File: src/pmic_regs_pkg.sv
// Register map, field positions and reset values of the supply control bank
package pmic_regs_pkg;
   localparam int DATA_W = 8;
   localparam logic [7:0] ADDR_ID = 8'h00;
   localparam logic [7:0] ADDR_FAULT = 8'h01;
   localparam logic [7:0] ADDR_MASK = 8'h02;
   localparam logic [7:0] ADDR_SUPPLY = 8'h03;
   localparam logic [7:0] ADDR_CONV = 8'h04;
   localparam logic [7:0] UNMAPPED_READ = 8'hff;
   localparam logic [7:0] MASK_RESET = 8'hc0;
   localparam logic [7:0] SUPPLY_RESET = 8'hff;
   localparam logic [7:0] CONV_RESET = 8'hb1;
   localparam logic [7:0] FAULT_RESET = 8'h00;
   // Bit positions shared by fault and mask registers; supply enable uses bits 5:1 only
   localparam int BIT_POWER_FAIL = 7;
   localparam int BIT_LOW_BATT = 6;
   localparam int BIT_BUCK1 = 5;
   localparam int BIT_BUCK2 = 4;
   localparam int BIT_BUCK3 = 3;
   localparam int BIT_LINEAR2 = 2;
   localparam int BIT_LINEAR1 = 1;
   // Converter control fields
   localparam int PHASE_BUCK2_HI = 7;
   localparam int PHASE_BUCK2_LO = 6;
   localparam int PHASE_BUCK3_HI = 5;
   localparam int PHASE_BUCK3_LO = 4;
   localparam int BIT_LOW_RIPPLE = 3;
   localparam int BIT_FIXED_BUCK2 = 2;
   localparam int BIT_FIXED_BUCK1 = 1;
   localparam int BIT_FIXED_BUCK3 = 0;
   // Supplies that have a fault comparator and an enable bit
   localparam logic [7:0] SUPPLY_BITS = 8'h3e;
endpackage

File: src/fault_if.sv
// Fault flag, mask and interrupt request carrier between register bank and gate
`timescale 1ns/100ps
`default_nettype none
interface fault_if;
   logic [7:0] flags;
   logic [7:0] mask;
   logic rd_flags;
   logic [7:0] blocked;
   logic int_req;
   modport bank (output flags, output mask, output rd_flags, input blocked, input int_req);
   modport gate (input flags, input mask, input rd_flags, output blocked, output int_req);
endinterface
`default_nettype wire

File: src/fault_int_gate.sv
// Read blocking and masking of fault flags onto the interrupt request
`timescale 1ns/100ps
`default_nettype none
module fault_int_gate (
   input wire logic ref_clk_i,
   input wire logic sys_rst_i,
   input wire logic undervoltage_lockout_i,
   fault_if.gate fif
);
   logic [7:0] blocked_q;

   // Flags active at a read stop driving the interrupt; a bit unblocks once
   // its flag drops, so a later fault is reported again.
   always_ff @(posedge ref_clk_i) begin
      if (sys_rst_i || undervoltage_lockout_i) begin
         blocked_q <= pmic_regs_pkg::FAULT_RESET;
      end else if (fif.rd_flags) begin
         blocked_q <= (blocked_q & fif.flags) | fif.flags;
      end else begin
         blocked_q <= blocked_q & fif.flags;
      end
   end

   assign fif.blocked = blocked_q;
   assign fif.int_req = |(fif.flags & ~fif.mask & ~blocked_q);
endmodule
`default_nettype wire

File: src/pmic_supply_control_regs.sv
// Fault, mask, supply enable and converter control registers of the supply device
// How it works
// - Linear regulator 2 fault reads 1 when below target, 0 when in range or off.
// - Linear regulator 1 fault reads 1 when below target, 0 when in range or off.
// - Fault mask at 02h loads C0h on undervoltage lockout.
// - A mask bit of 1 keeps the same-position fault off the interrupt.
// - A supply runs only when its enable bit and enable pin are both high.
// - Undervoltage lockout sets all supply-enable bits, so pins alone decide.
// - A low enable pin forces its supply-enable bit back to 1.
// - Enable bits: buck1 bit 5, buck2 4, buck3 3, linear2 2, linear1 1.
// - Host may write 0 or 1 to each enable bit; it holds until reset or until its enable pin goes low.
// - The one shared linear-regulator pin restores both linear enable bits.
// - Supply-enable register at 03h resets to FFh, unused bits included.
// - Converter control at 04h is read/write and loads B1h on lockout.
// - Bits 7:6 delay buck2 against buck1 in quarter cycles; buck1 has zero phase.
// - Bits 5:4 delay buck3 against buck1 with the same quarter-step code.
// - Bit 3 picks light-load behaviour: 0 efficiency, 1 low ripple.
// - Bit 2 forces buck2 to fixed frequency; 0 allows automatic mode change.
// - Bit 1 forces buck1 to fixed frequency; 0 allows automatic mode change.
// - Bit 0 forces buck3 to fixed frequency; 0 allows automatic mode change.
// - Reading the fault register blocks the flags then active from the interrupt.
`timescale 1ns/100ps
`default_nettype none
module pmic_supply_control_regs #(
   // Arbitrary identification value
   parameter logic [7:0] ID_VALUE = 8'h5a
) (
   input wire logic ref_clk_i,
   input wire logic sys_rst_i,
   input wire logic undervoltage_lockout_i,
   input wire logic [7:0] reg_addr_i,
   input wire logic [7:0] reg_wdata_i,
   input wire logic reg_wr_i,
   input wire logic reg_rd_i,
   output logic [7:0] reg_rdata_o,
   input wire logic power_fail_i,
   input wire logic low_battery_i,
   input wire logic buck1_below_i,
   input wire logic buck2_below_i,
   input wire logic buck3_below_i,
   input wire logic linear2_below_i,
   input wire logic linear1_below_i,
   input wire logic buck1_enable_pin_i,
   input wire logic buck2_enable_pin_i,
   input wire logic buck3_enable_pin_i,
   input wire logic linear_reg_enable_pin_i,
   output logic buck1_on_o,
   output logic buck2_on_o,
   output logic buck3_on_o,
   output logic linear2_on_o,
   output logic linear1_on_o,
   output logic [1:0] phase_delay_buck2_o,
   output logic [1:0] phase_delay_buck3_o,
   output logic low_ripple_o,
   output logic forced_fixed_freq_buck1_o,
   output logic forced_fixed_freq_buck2_o,
   output logic forced_fixed_freq_buck3_o,
   input wire logic int_pin_i,
   output logic int_pin_o,
   output logic int_pin_oe_n_o
);
   logic load_defaults;
   logic [7:0] pins;
   logic [7:0] below;
   logic [7:0] enabled_now;
   logic [7:0] fault_d;
   logic [7:0] power_fault_flags_q;
   logic [7:0] fault_mask_q;
   logic [7:0] supply_enable_ctrl_q;
   logic [7:0] converter_mode_ctrl_q;
   logic [7:0] rdata_d;
   logic wr_mask;
   logic wr_supply;
   logic wr_conv;
   logic int_line_seen;

   fault_if fif ();

   fault_int_gate i_fault_int_gate (
      .ref_clk_i(ref_clk_i),
      .sys_rst_i(sys_rst_i),
      .undervoltage_lockout_i(undervoltage_lockout_i),
      .fif(fif.gate)
   );

   assign load_defaults = sys_rst_i || undervoltage_lockout_i;
   assign wr_mask = reg_wr_i && (reg_addr_i == pmic_regs_pkg::ADDR_MASK);
   assign wr_supply = reg_wr_i && (reg_addr_i == pmic_regs_pkg::ADDR_SUPPLY);
   assign wr_conv = reg_wr_i && (reg_addr_i == pmic_regs_pkg::ADDR_CONV);

   // Pins laid out on enable-register positions; bits without a pin read high
   always_comb begin
      pins = 8'hff;
      pins[pmic_regs_pkg::BIT_BUCK1] = buck1_enable_pin_i;
      pins[pmic_regs_pkg::BIT_BUCK2] = buck2_enable_pin_i;
      pins[pmic_regs_pkg::BIT_BUCK3] = buck3_enable_pin_i;
      pins[pmic_regs_pkg::BIT_LINEAR2] = linear_reg_enable_pin_i;
      pins[pmic_regs_pkg::BIT_LINEAR1] = linear_reg_enable_pin_i;
   end

   always_comb begin
      below = 8'h00;
      below[pmic_regs_pkg::BIT_BUCK1] = buck1_below_i;
      below[pmic_regs_pkg::BIT_BUCK2] = buck2_below_i;
      below[pmic_regs_pkg::BIT_BUCK3] = buck3_below_i;
      below[pmic_regs_pkg::BIT_LINEAR2] = linear2_below_i;
      below[pmic_regs_pkg::BIT_LINEAR1] = linear1_below_i;
   end

   assign enabled_now = supply_enable_ctrl_q & pins;

   // Supply flags read 1 only while enabled and below target
   always_comb begin
      fault_d = below & enabled_now & pmic_regs_pkg::SUPPLY_BITS;
      fault_d[pmic_regs_pkg::BIT_POWER_FAIL] = power_fail_i;
      fault_d[pmic_regs_pkg::BIT_LOW_BATT] = low_battery_i;
   end

   always_ff @(posedge ref_clk_i) begin
      if (load_defaults) begin
         power_fault_flags_q <= pmic_regs_pkg::FAULT_RESET;
      end else begin
         power_fault_flags_q <= fault_d;
      end
   end

   always_ff @(posedge ref_clk_i) begin
      if (load_defaults) begin
         fault_mask_q <= pmic_regs_pkg::MASK_RESET;
      end else if (wr_mask) begin
         fault_mask_q <= reg_wdata_i;
      end
   end

   // A low pin wins over a host write in the same cycle
   always_ff @(posedge ref_clk_i) begin
      if (load_defaults) begin
         supply_enable_ctrl_q <= pmic_regs_pkg::SUPPLY_RESET;
      end else if (wr_supply) begin
         supply_enable_ctrl_q <= reg_wdata_i | ~pins;
      end else begin
         supply_enable_ctrl_q <= supply_enable_ctrl_q | ~pins;
      end
   end

   always_ff @(posedge ref_clk_i) begin
      if (load_defaults) begin
         converter_mode_ctrl_q <= pmic_regs_pkg::CONV_RESET;
      end else if (wr_conv) begin
         converter_mode_ctrl_q <= reg_wdata_i;
      end
   end

   assign fif.flags = power_fault_flags_q;
   assign fif.mask = fault_mask_q;
   assign fif.rd_flags = reg_rd_i && (reg_addr_i == pmic_regs_pkg::ADDR_FAULT);

   always_comb begin
      unique case (reg_addr_i)
         pmic_regs_pkg::ADDR_ID: rdata_d = ID_VALUE;
         pmic_regs_pkg::ADDR_FAULT: rdata_d = power_fault_flags_q;
         pmic_regs_pkg::ADDR_MASK: rdata_d = fault_mask_q;
         pmic_regs_pkg::ADDR_SUPPLY: rdata_d = supply_enable_ctrl_q;
         pmic_regs_pkg::ADDR_CONV: rdata_d = converter_mode_ctrl_q;
         default: rdata_d = pmic_regs_pkg::UNMAPPED_READ;
      endcase
   end

   always_ff @(posedge ref_clk_i) begin
      if (sys_rst_i) begin
         reg_rdata_o <= pmic_regs_pkg::UNMAPPED_READ;
      end else if (reg_rd_i) begin
         reg_rdata_o <= rdata_d;
      end
   end

   always_ff @(posedge ref_clk_i) begin
      if (sys_rst_i) begin
         buck1_on_o <= 1'b0;
         buck2_on_o <= 1'b0;
         buck3_on_o <= 1'b0;
         linear2_on_o <= 1'b0;
         linear1_on_o <= 1'b0;
      end else begin
         buck1_on_o <= enabled_now[pmic_regs_pkg::BIT_BUCK1];
         buck2_on_o <= enabled_now[pmic_regs_pkg::BIT_BUCK2];
         buck3_on_o <= enabled_now[pmic_regs_pkg::BIT_BUCK3];
         linear2_on_o <= enabled_now[pmic_regs_pkg::BIT_LINEAR2];
         linear1_on_o <= enabled_now[pmic_regs_pkg::BIT_LINEAR1];
      end
   end

   // Buck1 is the phase reference, so it has no delay field
   always_ff @(posedge ref_clk_i) begin
      if (sys_rst_i) begin
         phase_delay_buck2_o <= 2'h0;
         phase_delay_buck3_o <= 2'h0;
         low_ripple_o <= 1'b0;
         forced_fixed_freq_buck1_o <= 1'b0;
         forced_fixed_freq_buck2_o <= 1'b0;
         forced_fixed_freq_buck3_o <= 1'b0;
      end else begin
         phase_delay_buck2_o <= converter_mode_ctrl_q[pmic_regs_pkg::PHASE_BUCK2_HI:
            pmic_regs_pkg::PHASE_BUCK2_LO];
         phase_delay_buck3_o <= converter_mode_ctrl_q[pmic_regs_pkg::PHASE_BUCK3_HI:
            pmic_regs_pkg::PHASE_BUCK3_LO];
         low_ripple_o <= converter_mode_ctrl_q[pmic_regs_pkg::BIT_LOW_RIPPLE];
         forced_fixed_freq_buck2_o <= converter_mode_ctrl_q[pmic_regs_pkg::BIT_FIXED_BUCK2];
         forced_fixed_freq_buck1_o <= converter_mode_ctrl_q[pmic_regs_pkg::BIT_FIXED_BUCK1];
         forced_fixed_freq_buck3_o <= converter_mode_ctrl_q[pmic_regs_pkg::BIT_FIXED_BUCK3];
      end
   end

   // Open drain: level held at 0, enable low pulls the line
   always_ff @(posedge ref_clk_i) begin
      if (sys_rst_i) begin
         int_pin_o <= 1'b0;
         int_pin_oe_n_o <= 1'b1;
      end else begin
         int_pin_o <= 1'b0;
         int_pin_oe_n_o <= ~fif.int_req;
      end
   end

   // Line level as seen on the wire, kept for observation only
   always_ff @(posedge ref_clk_i) begin
      if (sys_rst_i) begin
         int_line_seen <= 1'b1;
      end else begin
         int_line_seen <= int_pin_i;
      end
   end
endmodule
`default_nettype wire

File: config.mk
export PLATFORM = sky130hd
export DESIGN_NAME = pmic_supply_control_regs
export DESIGN_NICKNAME = d
export VERILOG_FILES = /design/src/pmic_regs_pkg.sv /design/src/fault_if.sv /design/src/fault_int_gate.sv /design/src/pmic_supply_control_regs.sv
export SDC_FILE = /design/constraint.sdc
export NUM_CORES = 1
export LEC_CHECK = 0
export BUFFER_PORTS_ARGS = -buffer_cell sky130_fd_sc_hd__buf_4
export CAP_MARGIN = 10
export CORE_MARGIN = 2
export CORE_UTILIZATION = 40
export DETAILED_ROUTE_END_ITERATION = 8
export HOLD_SLACK_MARGIN = 0.08
export RECOVER_POWER = 100
export SKIP_CTS_REPAIR_TIMING = 1
export SYNTH_ARGS = -nofsm -noshare
export SYNTH_HDL_FRONTEND = slang
export SYNTH_SLANG_ARGS = --single-unit
File: constraint.sdc
create_clock -name ref_clk_i -period 1.5 [get_ports ref_clk_i]
set_clock_uncertainty 0.15 [all_clocks]
set_input_delay 0.075 -clock ref_clk_i [delete_from_list [all_inputs] [get_ports ref_clk_i]]
set_output_delay 0.075 -clock ref_clk_i [all_outputs]
set_load 0.02 [all_outputs]
Yosys cells after proc, flatten, opt, wreduce, memory -nomap -nowiden
Index checks and enable logic that the tools add are counted.

$add $sub $neg: 0. $mul: 0. Div/mod/pow operators: 0. $lt $le $gt $ge: 0. Equal/unequal tests: 4. Shift-type cells: 0. Muxes and demuxes: 3. Bitwise operators: 12. Reduce and logical (&&, ||, !) cells: 7.

Operators with widths (number): 8-bit one-hot mux with 5 select lines (1); 8-bit bitwise AND (3); 8-bit NOT (3); 8-bit OR (3); 8-bit by 2-bit equality test with 1-bit output (second input constant) (2); 8-bit 2-to-1 mux (2); 6-bit bitwise AND (2); 8-bit by 1-bit equality test with 1-bit output (second input constant) (1); 8-bit by 3-bit equality test with 1-bit output (second input constant) (1); 8-bit zero test (1); 8-bit OR reduction (1); 1-bit logical AND (4); 1-bit logical OR (1); 1-bit NOT (1).

Bits in registers: 62. Bits in latches: 0. RAM bits: 0. Memory bits (read-only): 0. Output and inout bits: 23. Memories kept: 0.

Longest topological paths before layout
Gate-level depths: netlist of run 1.

Depth in word-level cells: 5. Mapped depth: 6. Depth with buffers taken out: 4.

Modules after synthesis
Synthesis of run 1 repeated with hierarchy kept, for this count alone.

Cells, all modules: 258. Area, all modules: 2396.0 µm².

Modules (own cells, without submodules): pmic_supply_control_regs (times used 1, cells an instance 219, area each 2057.0 µm², sequential area each 1061.0 µm²); fault_int_gate (times used 1, cells an instance 39, area each 339.1 µm², sequential area each 160.2 µm²).

Least setup slack after synthesis of run 1
Ideal clock, no wire load.

Path kind: input to register. Start: input port reg_addr_i[5]. End: register supply_enable_ctrl_q[1]. Arrival: 1118 ps. Path slack: 99 ps. Stages: 4. Buffers on the path: 0. Cell sequence: nor4_4 > nand4_2 > mux2i_1 > nand3_1.

Longest elaborated chain between the ends: 3.

Ends and longest elaborated chain: start: declaration (line pmic_supply_control_regs.sv:31) `input wire logic [7:0] reg_addr_i,`; 8-bit by 2-bit equality test with 1-bit output (line pmic_supply_control_regs.sv:88) `assign wr_supply = reg_wr_i && (reg_addr_i == pmic_regs_pkg::ADDR_SUPPLY);`; 1-bit logical AND (line pmic_supply_control_regs.sv:88); 8-bit 2-to-1 mux (line pmic_supply_control_regs.sv:139) `end else if (wr_supply) begin`; end signal: assignment (line pmic_supply_control_regs.sv:138) `supply_enable_ctrl_q <= pmic_regs_pkg::SUPPLY_RESET;`; end signal: assignment (line pmic_supply_control_regs.sv:140) `supply_enable_ctrl_q <= reg_wdata_i | ~pins;`; end signal: assignment (line pmic_supply_control_regs.sv:142) `supply_enable_ctrl_q <= supply_enable_ctrl_q | ~pins;`; end: declaration (line pmic_supply_control_regs.sv:69) `logic [7:0] supply_enable_ctrl_q;`.

No other way between the ends. A chain may end at the register's enable or synchronous reset.

Worst setup path in the final report of run 1
Start: input port sys_rst_i. End: register i_fault_int_gate.blocked_q[6] (netlist: i_fault_int_gate.fif.blocked[6]).

Longest elaborated chain between the ends: 1.

Ends and longest elaborated chain: start: declaration (line pmic_supply_control_regs.sv:29) `input wire logic sys_rst_i,`; 1-bit logical OR (line fault_int_gate.sv:15) `if (sys_rst_i || undervoltage_lockout_i) begin`; end signal: assignment (line fault_int_gate.sv:16) `blocked_q <= pmic_regs_pkg::FAULT_RESET;`; end signal: assignment (line fault_int_gate.sv:18) `blocked_q <= (blocked_q & fif.flags) | fif.flags;`; end signal: assignment (line fault_int_gate.sv:20) `blocked_q <= blocked_q & fif.flags;`; end: declaration (line fault_int_gate.sv:10) `logic [7:0] blocked_q;`.

No other way between the ends.

==> metrics, run 1 <==
final WL 5.94 mm; r2r endpoint reg_rdata_o[5]$_SDFFE_PP1P_; clk buf depth 2; DR DRC count 0; global-route wire length before repair 9.14 mm; Syn Nets 260; Synth Area in Adders 0; I/O pin count 56; CORE AREA 5570 µm²; std cell rows 27; TritonCTS buffer count 9; Synth Area in Simple Gates 0.224; ranking of synthesized cells by area dfxtp_1 (51%), mux2i_1 (12%), nor2_1 (4.3%); Multi-input gate area 1080 µm²; post-DR wirelength/cell 15.1 µm; clk root buf clkbuf_8; Die Y 80.6 µm; Max FO, Critical Path 13; clk slew on worst S/H paths 0.06 ns; Critical Path Start sys_rst_i; Port Buffers 53; CTS tree built; count leader, synth dfxtp_1; xor and xnor area share after synthesis 0; Vias/cell 5.11; post-synth top area share 0.511; Die ar. 6500 µm²; Vias 2,014; area growth from synthesis to layout 37.4%; outcome finished clean; Final Instance Area 3230 µm²; Synth Flop Type dfxtp_1; CTS Sinks 60; met3 wire len 348 µm; Initial Utilization 0.421; sequential area share after synthesis 0.511; maximum VDD drop 0.000469 V; Syn Area/Cell 10.3 µm²; die width 80.6 µm; DRT met1 WL 2.84 mm; Peak Freq 721 MHz; Post-Syn Area 2350 µm²; Met2 Routed Length 2.60 mm; total number of H-tree levels 3; synth warn 0; slowest stage delay, CP 0.64 ns; Arr. time, crit path 1.51 ns; CP required 1.63 ns; Least-Margin Pin Slew 0.542 ns; post-synthesis compound-gate area fraction 0.0991; LEAKAGE 0.00158 µW; HPWL Detailed 4.18 mm; max-cap violation count 0; DP Area 2910 µm²; RSZ-0062 raised after global routing no; Synth top cells by count dfxtp_1 (60), mux2i_1 (28), nor2_1 (27), nand2_1 (13), nor2b_1 (10); Worst setup SP type input port; FF-to-FF setup slack 0.14 ns; layout cells sized above 1 0.199; Post-Synthesis Cells 227; max layer used met4; final setup fails 0; area leader, netlist dfxtp_1; Clock Latency Late Sink 0.33 ns; DRT iter0 DRCs 63; gpl congestion 0.769; Hold/Removal Path Class in2reg; slowest cell on the critical path dlygate4sd3_1; ANT cells 0; largest family of logic cells by synthesized area simple AND/OR/NAND/NOR gates; drt pass-1 iters 4; number of global-route vias before repair 1,882; Power Density 1000 nW/µm²; class of the most critical setup path in2reg; overflow left after global routing 0; synth unique cells 40; crit path time final 1.39 ns; Layout Utilization 0.579; r2r startpoint supply_enable_ctrl_q[5]$_SDFF_PP1_; Synth Register Bits 60; max_slew headroom 0.639; largest net degree at the start of global routing 24; Routed Antenna Nets 0; reg2reg path depth 4; Hold Violations, Final 0; crit path to i_fault_int_gate.fif.blocked[6]$_SDFF_PP0_; Post-synth EDFFs 0; Tcrit/Tclk final 0.925; Post-layout nets 350; fin. max-slew vios 0; Critical Path End Type flip-flop; number of fill cells 532; cells along the critical path buf_4 > dlygate4sd3_1 > nor2_1 > clkbuf_2 > o211a_1; initial antenna violation count 0; FF/Latch Area 1200 µm²; Async SR Flop Fraction 0; GRT Total Usage 0.190; mux cell area share after synthesis 0.139
==> power by group <==
part,internal [µW],switching [µW]
logic,148,153
registers,1620,9.34
clock network,735,582
==> stage by stage <==
| stage | std cells | total power, µW | TNS (ns) | hold WS, ns | worst slack (ns) |
|---|---|---|---|---|---|
| floorplan | 227 | 1790 | 0 | -0.00317 | 0.0989 |
| global route | 394 | 3380 | 0 | 0.0824 | 0.0607 |
| global placement | 353 | 1930 | -0.00915 | 0.125 | -0.00409 |
| detailed placement | 353 | 1930 | -0.865 | 0.129 | -0.0698 |
| CTS | 369 | 3250 | 0 | -0.225 | 0.144 |
| finish | 394 | 3240 | 0 | 0.0665 | 0.113 |
==> sequential cells by signal (all words and copies together) (netlist names), 2 cells and up <==
signal and flops:
converter_mode_ctrl_q 8, fault_mask_q 8, reg_rdata_o 8, supply_enable_ctrl_q 8, fif.flags 7, i_fault_int_gate.fif.blocked 7
phase_delay_buck2_o 2, phase_delay_buck3_o 2
==> worst max-delay path, delay by kind of cell <==
| family | cells | cell delay (ns) |
|---|---|---|
| buf+inv | 3 | 1.08 |
| compound gates | 1 | 0.19 |
| simple gates | 1 | 0.15 |
==> logic make-up (layout without fill, tap and decap cells) <==
kind of cell	Yosys count	after routing
AO/OA/AOI/OAI	28	28
flip-flops	60	60
AND/OR/NAND/NOR	92	92
other	1	1
multiplexers	32	32
buffers and inverters	14	109
==> area by class of cell <==
class                   instances  area share
flip-flops and latches         60       0.372
multi-input cells             153       0.334
repair buffers                 91       0.207
clock buffers                  15      0.0547
well taps                      72      0.0279
inverters                       2     0.00233
clock inverters                 1     0.00155
==> cells in the final DEF (no fill, tap or decap), drive strengths merged, types with 4 or more instances in the layout <==
cell type | netlist | routed
nand2 | 13 | 13
nand3 | 9 | 9
nand4 | 4 | 4
clkbuf | 8 | 45
mux2 | 4 | 4
dlygate4sd3 | 0 | 25
mux2i | 28 | 28
dfxtp | 60 | 60
o211a | 7 | 7
nor4 | 5 | 5
nor3 | 7 | 7
buf | 4 | 36
nor2b | 10 | 10
nor2 | 27 | 27
==> worst min-delay path by stage <==
| stage | slack, ns | to | depth (start not counted) | from |
|---|---|---|---|---|
| floorplan | -0.003 | supply_enable_ctrl_q[1]$_SDFF_PP1_ | 1 | linear_reg_enable_pin_i |
| CTS | -0.22 | supply_enable_ctrl_q[3]$_SDFF_PP1_ | 2 | buck3_enable_pin_i |
| global route | 0.08 | reg_rdata_o[1]$_SDFFE_PP1P_ | 4 | reg_addr_i[1] |
| global placement | 0.13 | supply_enable_ctrl_q[5]$_SDFF_PP1_ | 2 | buck1_enable_pin_i |
| finish | 0.07 | reg_rdata_o[1]$_SDFFE_PP1P_ | 4 | reg_addr_i[1] |
| detailed placement | 0.13 | fif.flags[6]$_SDFF_PP0_ | 2 | low_battery_i |
==> per-layer routing <==
layer,vias to the layer above,GRT usage
li1,999,-
met4,0,0.103
met2,62,0.283
met1,939,0.251
met5,-,0
met3,14,0.0472
Note: power is estimated with default switching activity, not from simulation.
==> run 2, diff against run 1 <==
Settings changed: CORE_ASPECT_RATIO set to 1.25, REMOVE_ABC_BUFFERS set to 1.
==> run 2 against run 1 <==
  * Via count up 0.45%
  * Highest routed layer unchanged
  * Critical path depth down 1
  * Clock power about the same
==> metrics, run 2 (synthesis results as in run 1) <==
drt pass-1 iters 4 (unchanged); combinational power share 0.098 (+0.005); Routed Antenna Nets 0 (unchanged); die width 72.5 µm (-10%); initial antenna violation count 0 (unchanged); gpl congestion 0.734 (-4.6%); Post-layout nets 354 (+1.1%); clk root buf clkbuf_8; clk buf depth 2 (unchanged); most frequent cells in the layout dfxtp_1 (60), buf_4 (40), mux2i_1 (28), nor2_1 (27), dlygate4sd3_1 (26); CP required 1.57 ns (-0.06 ns); max-cap violation count 0 (unchanged); fin. max-slew vios 0 (unchanged); std cell rows 31 (+15%); CTS tree built; sequential share of power 0.492 (-0.009); Die Y 89.7 µm (+11%); Critical Path End Type flip-flop; Die ar. 6500 µm² (about the same); Arr. time, crit path 1.48 ns (-0.03 ns); commonest non-fill, non-tap cell in the layout dfxtp_1; ANT cells 0 (unchanged); clk slew on worst S/H paths 0.06 ns (about the same); CORE AREA 5740 µm² (+3.0%); DP Area 2930 µm² (+0.95%); Port Buffers 53 (unchanged); max_slew headroom 0.541 (-0.0976); layout cells sized above 1 0.212 (+0.0135); Tcrit/Tclk final 0.938 (+0.0130); Clock Latency Late Sink 0.33 ns (about the same); Min Hold Slack 0.0626 ns (-0.00385 ns); post-DR wirelength/cell 15.9 µm (+5.8%); Final Instance Area 3280 µm² (+1.7%); Vias/cell 5.17 (+1.2%); area growth from synthesis to layout 39.8%; RSZ-0062 raised after global routing no; Initial Utilization 0.409 (-0.0122); Internal Dissipation 2550 µW (+2.0%); overflow left after global routing 0 (unchanged); clock power share 0.410 (+0.004); Least-Margin Pin Slew 0.686 ns (+0.144 ns); HPWL Detailed 3.93 mm (-6.0%); NetSw 751 µW (+0.98%); Hold Violations, Final 0 (unchanged); DRT iter0 DRCs 110 (+75%); largest net degree at the start of global routing 29 (+21%); Power Density 1010 nW/µm² (about the same); Vias 2,023 (+0.45%); outcome finished clean; sw frac 0.228 (-0.00183); TritonCTS buffer count 9 (unchanged); final setup fails 0 (unchanged); Worst setup SP type input port; Peak Freq 711 MHz (-1.4%); maximum VDD drop 0.000600 V (+28%); Placed Cells 350 (-0.85%); total number of H-tree levels 3 (unchanged); Hold/Removal Path Class in2reg; I/O pin count 56 (unchanged); number of global-route vias before repair 1,852 (-1.6%); crit path time final 1.41 ns (+0.0195 ns); final WL 6.23 mm (+5.0%); global-route wire length before repair 9.20 mm (+0.68%); GRT Total Usage 0.190 (+0.000530); number of fill cells 535 (+0.56%); CTS Sinks 60 (unchanged); class of the most critical setup path in2reg; DR DRC count 0 (unchanged); setup tns final 0 ns (unchanged); Post-Layout Cell Count 391 (-0.76%); LEAKAGE 0.00160 µW (+1.4%); Max FO, Critical Path 14 (+1)
## run 2: layout make-up
class,count,area [µm²],share of cell area
multi-input cells,153,1080,0.329
repair buffers,95,723,0.220
clock buffers,14,183,0.0556
inverters,2,7.51,0.00229
flip-flops and latches,60,1200,0.366
well taps,66,82.6,0.0252
clock inverters,1,5.00,0.00152
## run 2: power groups by stage
stage          Clock, µW  Combinational (µW)  Sequential (µW)
4_1_cts             1390                 280             1620
3_3_place_gp           0                 279             1660
6_report            1350                 322             1620
3_5_place_dp           0                 279             1660
2_1_floorplan          0                81.6             1680
5_1_grt             1440                 349             1630
## run 2: worst paths after layout
| kind | start | end | slack (ns) | cells after the start |
|---|---|---|---|---|
| worst min register to register | fif.flags[7]$_SDFF_PP0_ | i_fault_int_gate.fif.blocked[7]$_SDFF_PP0_ | 0.32 | 1 |
| worst max register to register | fif.flags[7]$_SDFF_PP0_ | int_pin_oe_n_o$_SDFF_PP1_ | 0.16 | 2 |
| worst min-delay path | sys_rst_i | reg_rdata_o[7]$_SDFFE_PP1P_ | 0.06 | 4 |
| worst max-delay path | sys_rst_i | int_pin_oe_n_o$_SDFF_PP1_ | 0.09 | 4 |
## run 2: worst max-delay path: stages
cell and delay [ns]:
buf_4 0.13, buf_12 0.13, dlygate4sd3_1 0.81, a41o_1 0.32
## run 2: stage by stage
stage | util | total power [µW] | setup WS, ns
6_report | 0.572 | 3300 | 0.0932
3_5_place_dp | 0.511 | 1940 | 0.00332
2_1_floorplan | - | 1760 | 0.0657
3_3_place_gp | 0.511 | 1940 | 0.0308
5_1_grt | 0.572 | 3420 | 0.0335
4_1_cts | 0.544 | 3290 | 0.164
## run 2: layer usage
metal | track usage | part of all wire | wire (µm)
met1 | 0.233 | 0.45 | 2830
met2 | 0.310 | 0.48 | 2990
met3 | 0.0379 | 0.037 | 233
met4 | 0.114 | 0.028 | 176
met5 | 0 | 0 | 0
